File: config.mk
export PLATFORM = sky130hd
export DESIGN_NAME = psc_status_sender
export DESIGN_NICKNAME = d
export VERILOG_FILES = /design/src/rtl/psc_pkg.sv /design/src/rtl/psc_status_sender.sv /design/src/rtl/psc_cal_mem.sv
export SDC_FILE = /design/constraint.sdc
export NUM_CORES = 1
export LEC_CHECK = 0
export BUFFER_PORTS_ARGS = -buffer_cell sky130_fd_sc_hd__buf_2
export CAP_MARGIN = 40
export CORE_ASPECT_RATIO = 1.4
export CORE_MARGIN = 2
export CORE_UTILIZATION = 60
export DETAILED_ROUTE_END_ITERATION = 16
export PLACE_DENSITY = 0.78
export RECOVER_POWER = 25
export SYNTH_ARGS = -nofsm -noshare
export SYNTH_HDL_FRONTEND = slang
export SYNTH_HIERARCHICAL = 1
export SYNTH_SLANG_ARGS = --single-unit
File: constraint.sdc
create_clock -name i_clk -period 13.4 [get_ports i_clk]
set_input_delay 0.67 -clock i_clk [delete_from_list [all_inputs] [get_ports i_clk]]
set_output_delay 0.67 -clock i_clk [all_outputs]
set_load 0.02 [all_outputs]
File: src/rtl/psc_pkg.sv
/*
 * Shared constants and types for the pool status sender.
 * Assumes one clock; the calendar, its lengths and the pool status
 * come from logic on that same clock.
 */
package psc_pkg;

    // Calendar and pool sizing.
    localparam int PSC_CAL_MAX = 64;
    localparam int PSC_CAL_AW  = 6;
    localparam int PSC_REP_W   = 8;
    localparam int PSC_PA_W    = 8;
    localparam int PSC_POOL_W  = 6;
    localparam int PSC_POOLS   = 64;
    localparam int PSC_CNT_W   = PSC_CAL_AW + PSC_REP_W + 2;

    // Two-bit words of the status frame.
    typedef logic [1:0] psc_word_t;
    localparam psc_word_t PSC_W_FRAME  = 2'h3;
    localparam psc_word_t PSC_W_SAT    = 2'h2;
    localparam psc_word_t PSC_W_HUNGRY = 2'h1;
    localparam psc_word_t PSC_W_STARVE = 2'h0;
    localparam psc_word_t PSC_W_SET1   = 2'h1;
    localparam psc_word_t PSC_W_SET2   = 2'h2;
    localparam psc_word_t PSC_W_SWNULL = 2'h0;
    localparam psc_word_t PSC_PAR_SLOT = 2'h3;
    localparam psc_word_t PSC_PAR_ZERO = 2'h0;

    // Switch sequence: five frames, code words at steps one and three.
    localparam logic [2:0] PSC_SEQ_FIRST = 3'h0;
    localparam logic [2:0] PSC_SEQ_NEW   = 3'h1;
    localparam logic [2:0] PSC_SEQ_OLD   = 3'h3;
    localparam logic [2:0] PSC_SEQ_LAST  = 3'h4;

    // Counter and length constants.
    localparam logic [PSC_CAL_AW:0]  PSC_LEN_ONE  = 7'h01;
    localparam logic [PSC_CAL_AW:0]  PSC_LEN_TWO  = 7'h02;
    localparam logic [PSC_CAL_AW:0]  PSC_LEN_FOUR = 7'h04;
    localparam logic [PSC_CAL_AW:0]  PSC_LEN_MAX  = 7'h40;
    localparam logic [PSC_REP_W-1:0] PSC_REP_ONE  = 8'h01;
    localparam logic [PSC_CNT_W-1:0] PSC_CNT_OVH  = 16'h0002;

    typedef struct packed {
        logic [PSC_CAL_AW:0]  len;
        logic [PSC_REP_W-1:0] reps;
    } psc_cfg_s;

    typedef struct packed {
        logic                valid;
        logic [PSC_PA_W-1:0] port;
    } psc_entry_s;

    typedef struct packed {
        logic                  we;
        logic                  set;
        logic [PSC_CAL_AW-1:0] idx;
        psc_entry_s            entry;
    } psc_cal_wr_s;

    typedef enum logic [1:0] {
        PSC_ST_FRAME,
        PSC_ST_REPORT,
        PSC_ST_SWITCH,
        PSC_ST_PARITY
    } psc_state_e;

    function automatic logic psc_len_ok(input logic [PSC_CAL_AW:0] len);
        psc_len_ok = (len == PSC_LEN_ONE) || (len == PSC_LEN_TWO) ||
                     (len == PSC_LEN_FOUR) ||
                     ((len != '0) && (len[2:0] == 3'h0) &&
                      (len <= PSC_LEN_MAX));
    endfunction : psc_len_ok

endpackage : psc_pkg

File: src/rtl/psc_status_sender.sv
/*
 * Pool status sender: builds status frames and serialises them on one
 * status line, one bit per clock.
 * Assumes the far end frames the stream, keeps the credit counters and
 * holds a calendar identical to the one written here.
 */
`timescale 1ns/1ps
`default_nettype none

module psc_status_sender (
    // Clock and reset
    input  wire logic                                i_clk,
    input  wire logic                                i_rst_n,
    // Calendar configuration, one entry per parameter set
    input  wire psc_pkg::psc_cfg_s [1:0]             i_cfg,
    input  wire psc_pkg::psc_cal_wr_s                i_cal_wr,
    // Pool fill levels from the receive buffers
    input  wire logic [psc_pkg::PSC_POOLS-1:0][1:0]  i_pool_status,
    // Parameter set switch request, one-cycle pulse
    input  wire logic                                i_switch_req,
    // Status line and indications
    output logic                                     o_status_line,
    output logic                                     o_frame_start,
    output logic                                     o_active_set,
    output logic                                     o_switch_busy,
    output logic                                     o_cfg_error
);

    import psc_pkg::*;

    ////////////////////////////////////////////////////////////////////////

    psc_state_e                state_reg;
    psc_state_e                state_next;
    logic                      phase_reg;
    psc_word_t                 word_reg;
    psc_word_t                 word_next;
    logic [PSC_CAL_AW-1:0]     entry_reg;
    logic [PSC_REP_W-1:0]      rep_reg;
    logic [PSC_CAL_AW:0]       len_reg;
    logic [PSC_REP_W-1:0]      reps_reg;
    psc_word_t                 par_reg;
    logic                      active_reg;
    logic                      pend_reg;
    logic                      seq_active_reg;
    logic [2:0]                seq_idx_reg;
    logic [PSC_CNT_W-1:0]      word_cnt_reg;
    logic                      last_entry;
    logic                      last_rep;
    logic                      seq_start;
    logic [PSC_CAL_AW-1:0]     rd_idx;
    psc_entry_s                cal_rd;
    logic [PSC_POOL_W-1:0]     rd_pool;
    psc_word_t                 rd_status;
    psc_word_t                 report_word;
    psc_word_t                 switch_word;
    psc_word_t                 dip_word;
    psc_word_t                 new_code;
    psc_word_t                 old_code;
    psc_cfg_s                  cfg_sel;

    generate
        if (PSC_POOLS != (1 << PSC_POOL_W)) begin : g_bad_pools
            $error("psc_status_sender: pool count must be 2**select width");
        end
        if (PSC_POOL_W > PSC_PA_W) begin : g_bad_pool_w
            $error("psc_status_sender: pool select wider than address");
        end
    endgenerate

    ////////////////////////////////////////////////////////////////////////
    // Calendar lookup. The read is issued in the first bit of a word so
    // that the entry is ready when the next word is chosen.

    assign last_entry = (entry_reg == len_reg[PSC_CAL_AW-1:0] -
                         PSC_LEN_ONE[PSC_CAL_AW-1:0]) ||
                        (len_reg == PSC_LEN_MAX &&
                         entry_reg == '1);
    assign last_rep   = (rep_reg == reps_reg - PSC_REP_ONE);

    always_comb begin
        if (state_reg == PSC_ST_FRAME || last_entry) begin
            rd_idx = '0;
        end else begin
            rd_idx = entry_reg + PSC_LEN_ONE[PSC_CAL_AW-1:0];
        end
    end

    psc_cal_mem #(
        .WIDTH ($bits(psc_entry_s)),
        .AW    (PSC_CAL_AW + 1),
        .DEPTH (2 * PSC_CAL_MAX)
    ) u_cal_mem (
        .i_clk   (i_clk),
        .i_rst_n (i_rst_n),
        .i_we    (i_cal_wr.we),
        .i_waddr ({i_cal_wr.set, i_cal_wr.idx}),
        .i_wdata (i_cal_wr.entry),
        .i_raddr ({active_reg, rd_idx}),
        .o_rdata (cal_rd)
    );

    assign rd_pool   = cal_rd.port[PSC_POOL_W-1:0];
    assign rd_status = i_pool_status[rd_pool];

    // A stray 11 from the buffer logic would look like a frame boundary,
    // so it is sent as satisfied, which grants nothing.
    always_comb begin
        if (!cal_rd.valid || rd_status == PSC_W_FRAME) begin
            report_word = PSC_W_SAT;
        end else begin
            report_word = rd_status;
        end
    end

    ////////////////////////////////////////////////////////////////////////
    // Switch word and parity.

    assign new_code  = active_reg ? PSC_W_SET1 : PSC_W_SET2;
    assign old_code  = active_reg ? PSC_W_SET2 : PSC_W_SET1;
    assign seq_start = pend_reg && !seq_active_reg;

    always_comb begin
        if (seq_active_reg && seq_idx_reg == PSC_SEQ_NEW) begin
            switch_word = new_code;
        end else if (seq_active_reg && seq_idx_reg == PSC_SEQ_OLD) begin
            switch_word = old_code;
        end else if (seq_active_reg || seq_start) begin
            switch_word = PSC_W_SWNULL;
        end else begin
            switch_word = old_code;
        end
    end

    assign dip_word = ~({par_reg[0], par_reg[1]} ^ PSC_PAR_SLOT);

    ////////////////////////////////////////////////////////////////////////
    // Word sequencing; a new word is chosen at the end of its second bit.

    always_comb begin
        state_next = state_reg;
        word_next  = word_reg;
        case (state_reg)
            PSC_ST_FRAME: begin
                state_next = PSC_ST_REPORT;
                word_next  = report_word;
            end
            PSC_ST_REPORT: begin
                if (last_entry && last_rep) begin
                    state_next = PSC_ST_SWITCH;
                    word_next  = switch_word;
                end else begin
                    word_next  = report_word;
                end
            end
            PSC_ST_SWITCH: begin
                state_next = PSC_ST_PARITY;
                word_next  = dip_word;
            end
            PSC_ST_PARITY: begin
                state_next = PSC_ST_FRAME;
                word_next  = PSC_W_FRAME;
            end
            default: begin
                state_next = PSC_ST_FRAME;
                word_next  = PSC_W_FRAME;
            end
        endcase
    end

    always_ff @(posedge i_clk or negedge i_rst_n) begin
        if (!i_rst_n) begin
            state_reg <= PSC_ST_FRAME;
            word_reg  <= PSC_W_FRAME;
            phase_reg <= 1'b0;
        end else begin
            phase_reg <= ~phase_reg;
            if (phase_reg) begin
                state_reg <= state_next;
                word_reg  <= word_next;
            end
        end
    end

    // Calendar position; lengths are latched once per frame so a change
    // on the configuration ports never tears a frame apart.
    assign cfg_sel = i_cfg[active_reg];

    always_ff @(posedge i_clk or negedge i_rst_n) begin
        if (!i_rst_n) begin
            entry_reg   <= '0;
            rep_reg     <= '0;
            len_reg     <= PSC_LEN_ONE;
            reps_reg    <= PSC_REP_ONE;
            o_cfg_error <= 1'b0;
        end else if (phase_reg && state_reg == PSC_ST_FRAME) begin
            entry_reg   <= '0;
            rep_reg     <= '0;
            o_cfg_error <= !psc_len_ok(cfg_sel.len) || cfg_sel.reps == '0;
            // An illegal length falls back to a single entry.
            len_reg     <= psc_len_ok(cfg_sel.len) ? cfg_sel.len
                                                   : PSC_LEN_ONE;
            reps_reg    <= (cfg_sel.reps == '0) ? PSC_REP_ONE
                                                : cfg_sel.reps;
        end else if (phase_reg && state_reg == PSC_ST_REPORT) begin
            entry_reg <= rd_idx;
            if (last_entry) begin
                rep_reg <= rep_reg + PSC_REP_ONE;
            end
        end
    end

    always_ff @(posedge i_clk or negedge i_rst_n) begin
        if (!i_rst_n) begin
            par_reg <= PSC_PAR_ZERO;
        end else if (phase_reg && state_reg == PSC_ST_FRAME) begin
            par_reg <= word_next;
        end else if (phase_reg && state_reg == PSC_ST_REPORT) begin
            par_reg <= {par_reg[0], par_reg[1]} ^ word_next;
        end
    end

    // Parameter set switching. A request during a running sequence waits
    // for the next one; the set bit wins over its own clear.
    always_ff @(posedge i_clk or negedge i_rst_n) begin
        if (!i_rst_n) begin
            pend_reg       <= 1'b0;
            seq_active_reg <= 1'b0;
            seq_idx_reg    <= PSC_SEQ_FIRST;
            active_reg     <= 1'b0;
        end else begin
            if (phase_reg && state_reg == PSC_ST_REPORT &&
                state_next == PSC_ST_SWITCH && seq_start) begin
                seq_active_reg <= 1'b1;
                seq_idx_reg    <= PSC_SEQ_FIRST;
                pend_reg       <= i_switch_req;
            end else begin
                if (i_switch_req) begin
                    pend_reg <= 1'b1;
                end
                if (phase_reg && state_reg == PSC_ST_SWITCH &&
                    seq_active_reg) begin
                    if (seq_idx_reg == PSC_SEQ_LAST) begin
                        seq_active_reg <= 1'b0;
                        active_reg     <= ~active_reg;
                    end else begin
                        seq_idx_reg <= seq_idx_reg + 3'h1;
                    end
                end
            end
        end
    end

    ////////////////////////////////////////////////////////////////////////
    // Outputs.

    always_ff @(posedge i_clk or negedge i_rst_n) begin
        if (!i_rst_n) begin
            o_status_line <= 1'b1;
            o_frame_start <= 1'b0;
            o_active_set  <= 1'b0;
            o_switch_busy <= 1'b0;
        end else begin
            // One status line per direction of transfer.
            o_status_line <= phase_reg ? word_reg[0] : word_reg[1];
            o_frame_start <= !phase_reg && state_reg == PSC_ST_FRAME;
            o_active_set  <= active_reg;
            o_switch_busy <= pend_reg || seq_active_reg;
        end
    end

    // Word index within the frame, read only by the checks below.
    always_ff @(posedge i_clk or negedge i_rst_n) begin
        if (!i_rst_n) begin
            word_cnt_reg <= '0;
        end else if (phase_reg && state_reg == PSC_ST_FRAME) begin
            word_cnt_reg <= PSC_CNT_W'(1);
        end else if (phase_reg) begin
            word_cnt_reg <= word_cnt_reg + PSC_CNT_W'(1);
        end
    end

    ////////////////////////////////////////////////////////////////////////
    // Checks.

    a_msb_first: assert property (@(posedge i_clk) disable iff (!i_rst_n)
        !phase_reg |=> o_status_line == $past(word_reg[1]))
        else $error("upper bit not sent first");

    a_lsb_second: assert property (@(posedge i_clk) disable iff (!i_rst_n)
        phase_reg |=> o_status_line == $past(word_reg[0]))
        else $error("lower bit not sent second");

    a_frame_order: assert property (@(posedge i_clk) disable iff (!i_rst_n)
        phase_reg && state_reg == PSC_ST_PARITY |=>
        state_reg == PSC_ST_FRAME && word_reg == PSC_W_FRAME ##1
        state_reg == PSC_ST_FRAME ##1 state_reg == PSC_ST_REPORT)
        else $error("framing word does not follow parity");

    a_body_no_frame: assert property (@(posedge i_clk) disable iff (!i_rst_n)
        state_reg == PSC_ST_REPORT || state_reg == PSC_ST_SWITCH |->
        word_reg != PSC_W_FRAME)
        else $error("delimiter inside frame body");

    a_frame_length: assert property (@(posedge i_clk) disable iff (!i_rst_n)
        state_reg == PSC_ST_PARITY |->
        word_cnt_reg == PSC_CNT_W'(len_reg) * PSC_CNT_W'(reps_reg) +
        PSC_CNT_OVH)
        else $error("report count differs from length times reps");

    a_unprov_sat: assert property (@(posedge i_clk) disable iff (!i_rst_n)
        phase_reg && state_next == PSC_ST_REPORT && !cal_rd.valid |=>
        word_reg == PSC_W_SAT)
        else $error("unprovisioned slot not satisfied");

    a_steady_set: assert property (@(posedge i_clk) disable iff (!i_rst_n)
        state_reg == PSC_ST_SWITCH && !seq_active_reg |->
        word_reg == (active_reg ? PSC_W_SET2 : PSC_W_SET1))
        else $error("steady switch word wrong");

    a_seq_new_code: assert property (@(posedge i_clk) disable iff (!i_rst_n)
        state_reg == PSC_ST_SWITCH && seq_active_reg &&
        seq_idx_reg == PSC_SEQ_NEW |->
        word_reg == (active_reg ? PSC_W_SET1 : PSC_W_SET2))
        else $error("second switch word is not the new set");

    a_seq_toggle: assert property (@(posedge i_clk) disable iff (!i_rst_n)
        phase_reg && state_reg == PSC_ST_SWITCH && seq_active_reg &&
        seq_idx_reg == PSC_SEQ_LAST |=>
        active_reg != $past(active_reg) ##2 o_active_set == active_reg)
        else $error("set not changed after fifth switch word");

    a_len_legal: assert property (@(posedge i_clk) disable iff (!i_rst_n)
        state_reg == PSC_ST_REPORT |-> psc_len_ok(len_reg))
        else $error("illegal calendar length in use");

endmodule : psc_status_sender

`default_nettype wire

File: src/rtl/psc_cal_mem.sv
/*
 * Calendar store: one write port, one read port, registered read data.
 * Assumes the reader presents its address one cycle before it needs data.
 */
`timescale 1ns/1ps
`default_nettype none

module psc_cal_mem #(
    parameter int WIDTH = 9,
    parameter int AW    = 7,
    parameter int DEPTH = 128
) (
    // Clock and reset
    input  wire logic             i_clk,
    input  wire logic             i_rst_n,
    // Write side
    input  wire logic             i_we,
    input  wire logic [AW-1:0]    i_waddr,
    input  wire logic [WIDTH-1:0] i_wdata,
    // Read side
    input  wire logic [AW-1:0]    i_raddr,
    output logic      [WIDTH-1:0] o_rdata
);

    logic [WIDTH-1:0] mem_reg [DEPTH];

    generate
        if (DEPTH != (1 << AW)) begin : g_bad_depth
            $error("psc_cal_mem: DEPTH must equal 2**AW");
        end
    endgenerate

    always_ff @(posedge i_clk) begin
        if (i_we) begin
            mem_reg[i_waddr] <= i_wdata;
        end
    end

    always_ff @(posedge i_clk or negedge i_rst_n) begin
        if (!i_rst_n) begin
            o_rdata <= '0;
        end else begin
            o_rdata <= mem_reg[i_raddr];
        end
    end

endmodule : psc_cal_mem

`default_nettype wire

==> results.cfg, run 1 <==
[detailed_routing]
drt_wl_total_um = 92200
vias = 20100
viasPerCell = 6.69
dr.first_iter.drc_count = 2351
wl_per_cell_um = 30.6
first_pass_iters = 6
drc = 0
antenna_left = 0

[placement]
io_buffers = 180
place_ws_ns = 6.83
dp_hpwl_um = 54800
gp_congestion = 0.862

[worst_setup_path]
cp_num_cells = 15
cp.arrival_ns = 7.18
r2r_setup_slack_ns = 6.72
endpoint = u_cal_mem/o_rdata[3]
r2r-start = len_reg[0]
max_stage_delay_ns = 0.66
crit_top_cell = mux4_2
critPathRequiredTime_ns = 13.91
reg2regPathDepth = 15
worstSetupEndpointType = register
critPathLaunchType = register
crit_path_max_fanout = 117
crit_family = multiplexers
worstPathCellList = inv_1 > ha_1 > xnor2_1 > a221o_1 > a211oi_1 > o22a_1 > or2_2 > nor2_4 > buf_12 > buf_4 > buf_16 > mux4_2 > mux4_2 > mux4_2 > mux2_2
r2r-end = u_cal_mem/o_rdata[3]
worstSetupPathType = reg2reg
cp-startpoint = len_reg[0]
slowest_stage = buf_12
crit_buf_inv = 4

[timing]
rsz0062_at_grt = no
whs_ns = 0.265
finalMaxSlewViolations = 540
hold_viol = 0
postLayoutSetupSlackWorst_ns = 6.72
tightest_slew_ns = 4.31
finalSetupViolCount = 0
finClkSkew_ns = 0.0307
timing.setup.tns_ns = 0
slew_headroom = -1.88
finalCriticalPeriod_ns = 6.68
fmax_mhz = 150
period_share = 0.498

[yosys]
syn_nets = 2096
synth_warnings = 6
syn_area_um2 = 39000
synthCells = 1909
avgSynthCellArea_um2 = 20.4

[clocking]
cts_tree = done
clk_latency_ns = 0.65
cts_buffers = 84
clkTransAtPathRegs_ns = 0.07
h-tree-depth = 3
postCtsHoldBufs = 0
cts_sinks = 950
postCtsSetupBuffers = 0
cts_resized = 0
clockBufferDepth = 3
cts_root_buf = clkbuf_16

[pwr]
leakagePower_nw = 14.0
vdd_drop_max_uv = 376
p_total_mw = 9.54
p_per_area_nw_per_um2 = 218

[global_routing]
grt_pass1_wl_um = 134000
grt_usage = 0.277
grt_pass1_vias = 21000
antenna_found_initial = 3
overflow = 0
grt_max_degree = 165

[finish]
seq_area_um2 = 28300
largest_reg_flops = 896
fin_nets = 2285
postLayoutCoreUtil = 0.681
multiInputGateArea_um2 = 10200
fill_cells = 3807
drive_gt1_frac = 0.323
area_growth_pct = 12.2

[die]
coreArea_um2 = 64300
dieArea_um2 = 67100
io_pins = 183
rows = 110
die_width_um = 220
die_y_um = 306
initial_utilization = 0.607

[min_path]
min_path_type = in2reg

[run]
maxCapViolations = 8

[status]
failed_checks = capacitance limit, slew limit
status = finished with violations
[layer usage]
metal | GRT usage | wire length, µm | up-vias
li1 | - | - | 8265
met1 | 0.333 | 31100 | 10500
met2 | 0.487 | 49200 | 1139
met3 | 0.0457 | 7230 | 225
met4 | 0.134 | 4620 | 2
met5 | 0 | 7 | -
[power by group]
part / internal (mW) / switching, mW / leakage [nW]
logic: 1.83 / 1.82 / 3.91
registers: 3.31 / 0.0871 / 8.72
clock network: 1.42 / 1.07 / 1.38
total: 6.56 / 2.97 / 14.0
[layout make-up]
class,count,share of cell area
Tap cell,840,0.0240
Sequential cell,950,0.646
Inverter,19,0.00163
Multi-Input combinational cell,817,0.232
Timing Repair Buffer,226,0.0316
Antenna cell,3,0.000171
Clock buffer,98,0.0507
Clock inverter,56,0.0142
[cell usage in the layout (no fill, tap or decap), types with 7 or more instances in the layout]
cell type and instances:
a21oi_1 20, a22oi_1 8, a31oi_1 7, buf_2 182, buf_4 15, bufinv_16 12, clkbuf_1 25, clkbuf_16 87
clkinv_1 14, clkinv_2 15, dfrtp_1 48, edfxtp_1 896, ha_1 9, inv_1 19, mux2_2 13, mux2i_1 26
mux4_2 322, nand2_1 57, nand2b_1 10, nand3_1 25, nand4_1 10, nor2_1 152, nor2b_1 16, nor3_1 21
nor4_1 10, o21ai_0 19, or3_1 7, xnor2_1 12, xor2_1 8
[stage by stage]
stage          instances  area [µm²]
6_report            3009       43800
5_1_grt             3006       43800
4_1_cts             3002       43800
3_5_place_dp        2848       40900
3_3_place_gp        2828       40700
2_1_floorplan       1909       39000
[worst min path at each step]
stage               depth (start not counted)       endpoint    startpoint
floorplan                                   0     active_reg       i_rst_n
global placement                            2  o_status_line   word_reg[0]
detailed placement                          2  o_status_line   word_reg[0]
CTS                                         2     rep_reg[0]       i_rst_n
global route                                2       pend_reg  i_switch_req
finish                                      2       pend_reg  i_switch_req
(Power assumes the default switching activity.)
==> run 2: changes to the inputs <==
==> constraint.sdc (replaced) <==
create_clock -name i_clk -period 6.32 [get_ports i_clk]
set_input_delay 0.316 -clock i_clk [delete_from_list [all_inputs] [get_ports i_clk]]
set_output_delay 0.316 -clock i_clk [all_outputs]
set_load 0.02 [all_outputs]
==> run 2 against run 1 <==
Against the previous run: the run still ends with capacitance limit, slew limit left; die area is the same; sequential share of layout area grew 0.097 points; setup slack lost 5.8 ns; clock power grew 100%; largest cell class unchanged.
==> results.cfg, run 2 (same netlist as run 1, synthesis figures left out) <==
[timing]
timing.setup.tns_ns = 0
finClkSkew_ns = 0.0157
slew_headroom = -2.00
fmax_mhz = 186
tightest_slew_ns = 4.51
finalSetupViolCount = 0
whs_ns = 0.0366
hold_viol = 0
rsz0062_at_grt = no
finalCriticalPeriod_ns = 5.38
period_share = 0.852
finalMaxSlewViolations = 604

[placement]
io_buffers = 180
dp_hpwl_um = 55400
gp_congestion = 0.868
placed_cell_area_um2 = 41100

[die]
dieArea_um2 = 67100
rows = 110
coreArea_um2 = 64300
io_pins = 183
die_width_um = 220
initial_utilization = 0.607
die_y_um = 306

[pwr]
vdd_drop_max_uv = 294
switching_share = 0.311
intPower_mw = 13.7
leakagePower_nw = 14.0
p_comb_frac = 0.389
seq_power_share = 0.362
p_per_area_nw_per_um2 = 455
clkPwrFrac = 0.250
switchingPower_mw = 6.18

[clocking]
h-tree-depth = 3
clkTransAtPathRegs_ns = 0.07
clockBufferDepth = 3
clk_latency_ns = 0.63
cts_tree = done
cts_buffers = 84
cts_resized = 0
cts_root_buf = clkbuf_16
cts_sinks = 950

[worst_setup_path]
crit_top_cell = mux4_2
cp.arrival_ns = 5.90
crit_family = multiplexers
worstSetupPathType = reg2reg
worstPathCellList = inv_1 > ha_1 > xnor2_1 > a221o_1 > a211oi_1 > o22a_1 > or2_2 > nor2_4 > buf_4 > mux4_2 > mux4_2 > mux4_2 > mux2_2
critPathRequiredTime_ns = 6.83
crit_buf_inv = 2
crit_path_max_fanout = 22
max_stage_delay_ns = 0.74
worstSetupEndpointType = register
critPathLaunchType = register
slowest_stage = nor2_4

[global_routing]
antenna_found_initial = 7
grt_pass1_wl_um = 130000
overflow = 0
grt_pass1_vias = 20600
grt_max_degree = 101
grt_usage = 0.268

[finish]
final_cell_mix = edfxtp_1, mux4_2, buf_2
multiInputGateArea_um2 = 10200
area_growth_pct = 12.1
seq_area_um2 = 28300
drive_gt1_frac = 0.321
finalInstanceArea_um2 = 43700
final_common_cell = edfxtp_1
largest_reg_flops = 896
fin_nets = 2303
fill_cells = 3906

[detailed_routing]
dr.first_iter.drc_count = 2295
drt_wl_total_um = 88000
vias = 19900
antenna_left = 0
viasPerCell = 6.59
first_pass_iters = 8
wl_per_cell_um = 29.1
drc = 0

[status]
status = finished with violations
failed_checks = capacitance limit, slew limit

[min_path]
min_path_type = in2reg

[run]
maxCapViolations = 8
==> run 2: cell count changes in the layout (fill, tap and decap cells not counted), moves of 3 or more <==
cell | before | now
buf_12 | 4 | 7
clkbuf_1 | 25 | 38
bufinv_16 | 12 | 5
dlygate4sd3_1 | 0 | 4
buf_4 | 15 | 27
clkinvlp_4 | 6 | 2
==> run 2: power groups by stage <==
stage | combinational, mW | clock [mW] | sequential, mW
global placement | 7.45 | 0 | 7.37
global route | 8.08 | 5.27 | 7.21
floorplan | 5.53 | 0 | 7.21
CTS | 7.79 | 5.04 | 7.18
detailed placement | 7.71 | 0 | 7.31
finish | 7.73 | 4.97 | 7.20
==> run 2: stage by stage <==
stage                util  setup WS, ns  power, mW  std cells
global route        0.680         0.803       20.6       3027
CTS                 0.682         0.945       20.0       3023
floorplan               -          1.92       12.7       1909
finish              0.680         0.937       19.9       3028
global placement    0.636          1.09       14.8       2845
detailed placement  0.640          1.01       15.0       2864
==> run 2: layout make-up <==
class / instances / share of cell area
sequential: 950 / 0.646
multi-input combinational: 817 / 0.232
clock buffer: 110 / 0.0520
timing repair buffer: 244 / 0.0346
tap: 840 / 0.0240
clock inverter: 45 / 0.00859
inverter: 19 / 0.00163
antenna: 3 / 0.000172
==> run 2: worst reg2reg max path, cell delays in order, from the launching register on <==
cell and delay (ns):
dfstp_2 0.58, inv_1 0.08, ha_1 0.25, xnor2_1 0.18
a221o_1 0.18, a211oi_1 0.07, o22a_1 0.41, or2_2 0.50
nor2_4 0.74, buf_4 0.49, mux4_2 0.40, mux4_2 0.55
mux4_2 0.56, mux2_2 0.30
==> run 2: path summary, 6_finish.rpt <==
| kind | startpoint | endpoint | slack [ns] | cells after the start |
|---|---|---|---|---|
| worst max-delay path | len_reg[0] | u_cal_mem/o_rdata[3] | 0.94 | 13 |
| worst min-delay path | i_cfg[4] | reps_reg[4] | 0.04 | 3 |
| worst max register to register | len_reg[0] | u_cal_mem/o_rdata[3] | 0.94 | 13 |
| worst min register to register | word_reg[0] | o_status_line | 0.47 | 2 |
| max in group asynchronous | i_rst_n | u_cal_mem/o_rdata[0] | 5.43 | 3 |
| min in group asynchronous | i_rst_n | reps_reg[5] | 0.34 | 3 |
==> run 2: repair_timing <==
item                                   CTS  global route
setup buffers                            0             0
endpoints found under the hold margin   51             0
hold buffers                             4             0
==> run 2: layer usage <==
layer	GRT usage	vias to the layer above	wire (µm)
met5	0	-	47
met3	0.0389	186	7090
met4	0.107	8	3470
met2	0.473	1073	47000
li1	-	8326	-
met1	0.333	10400	30400
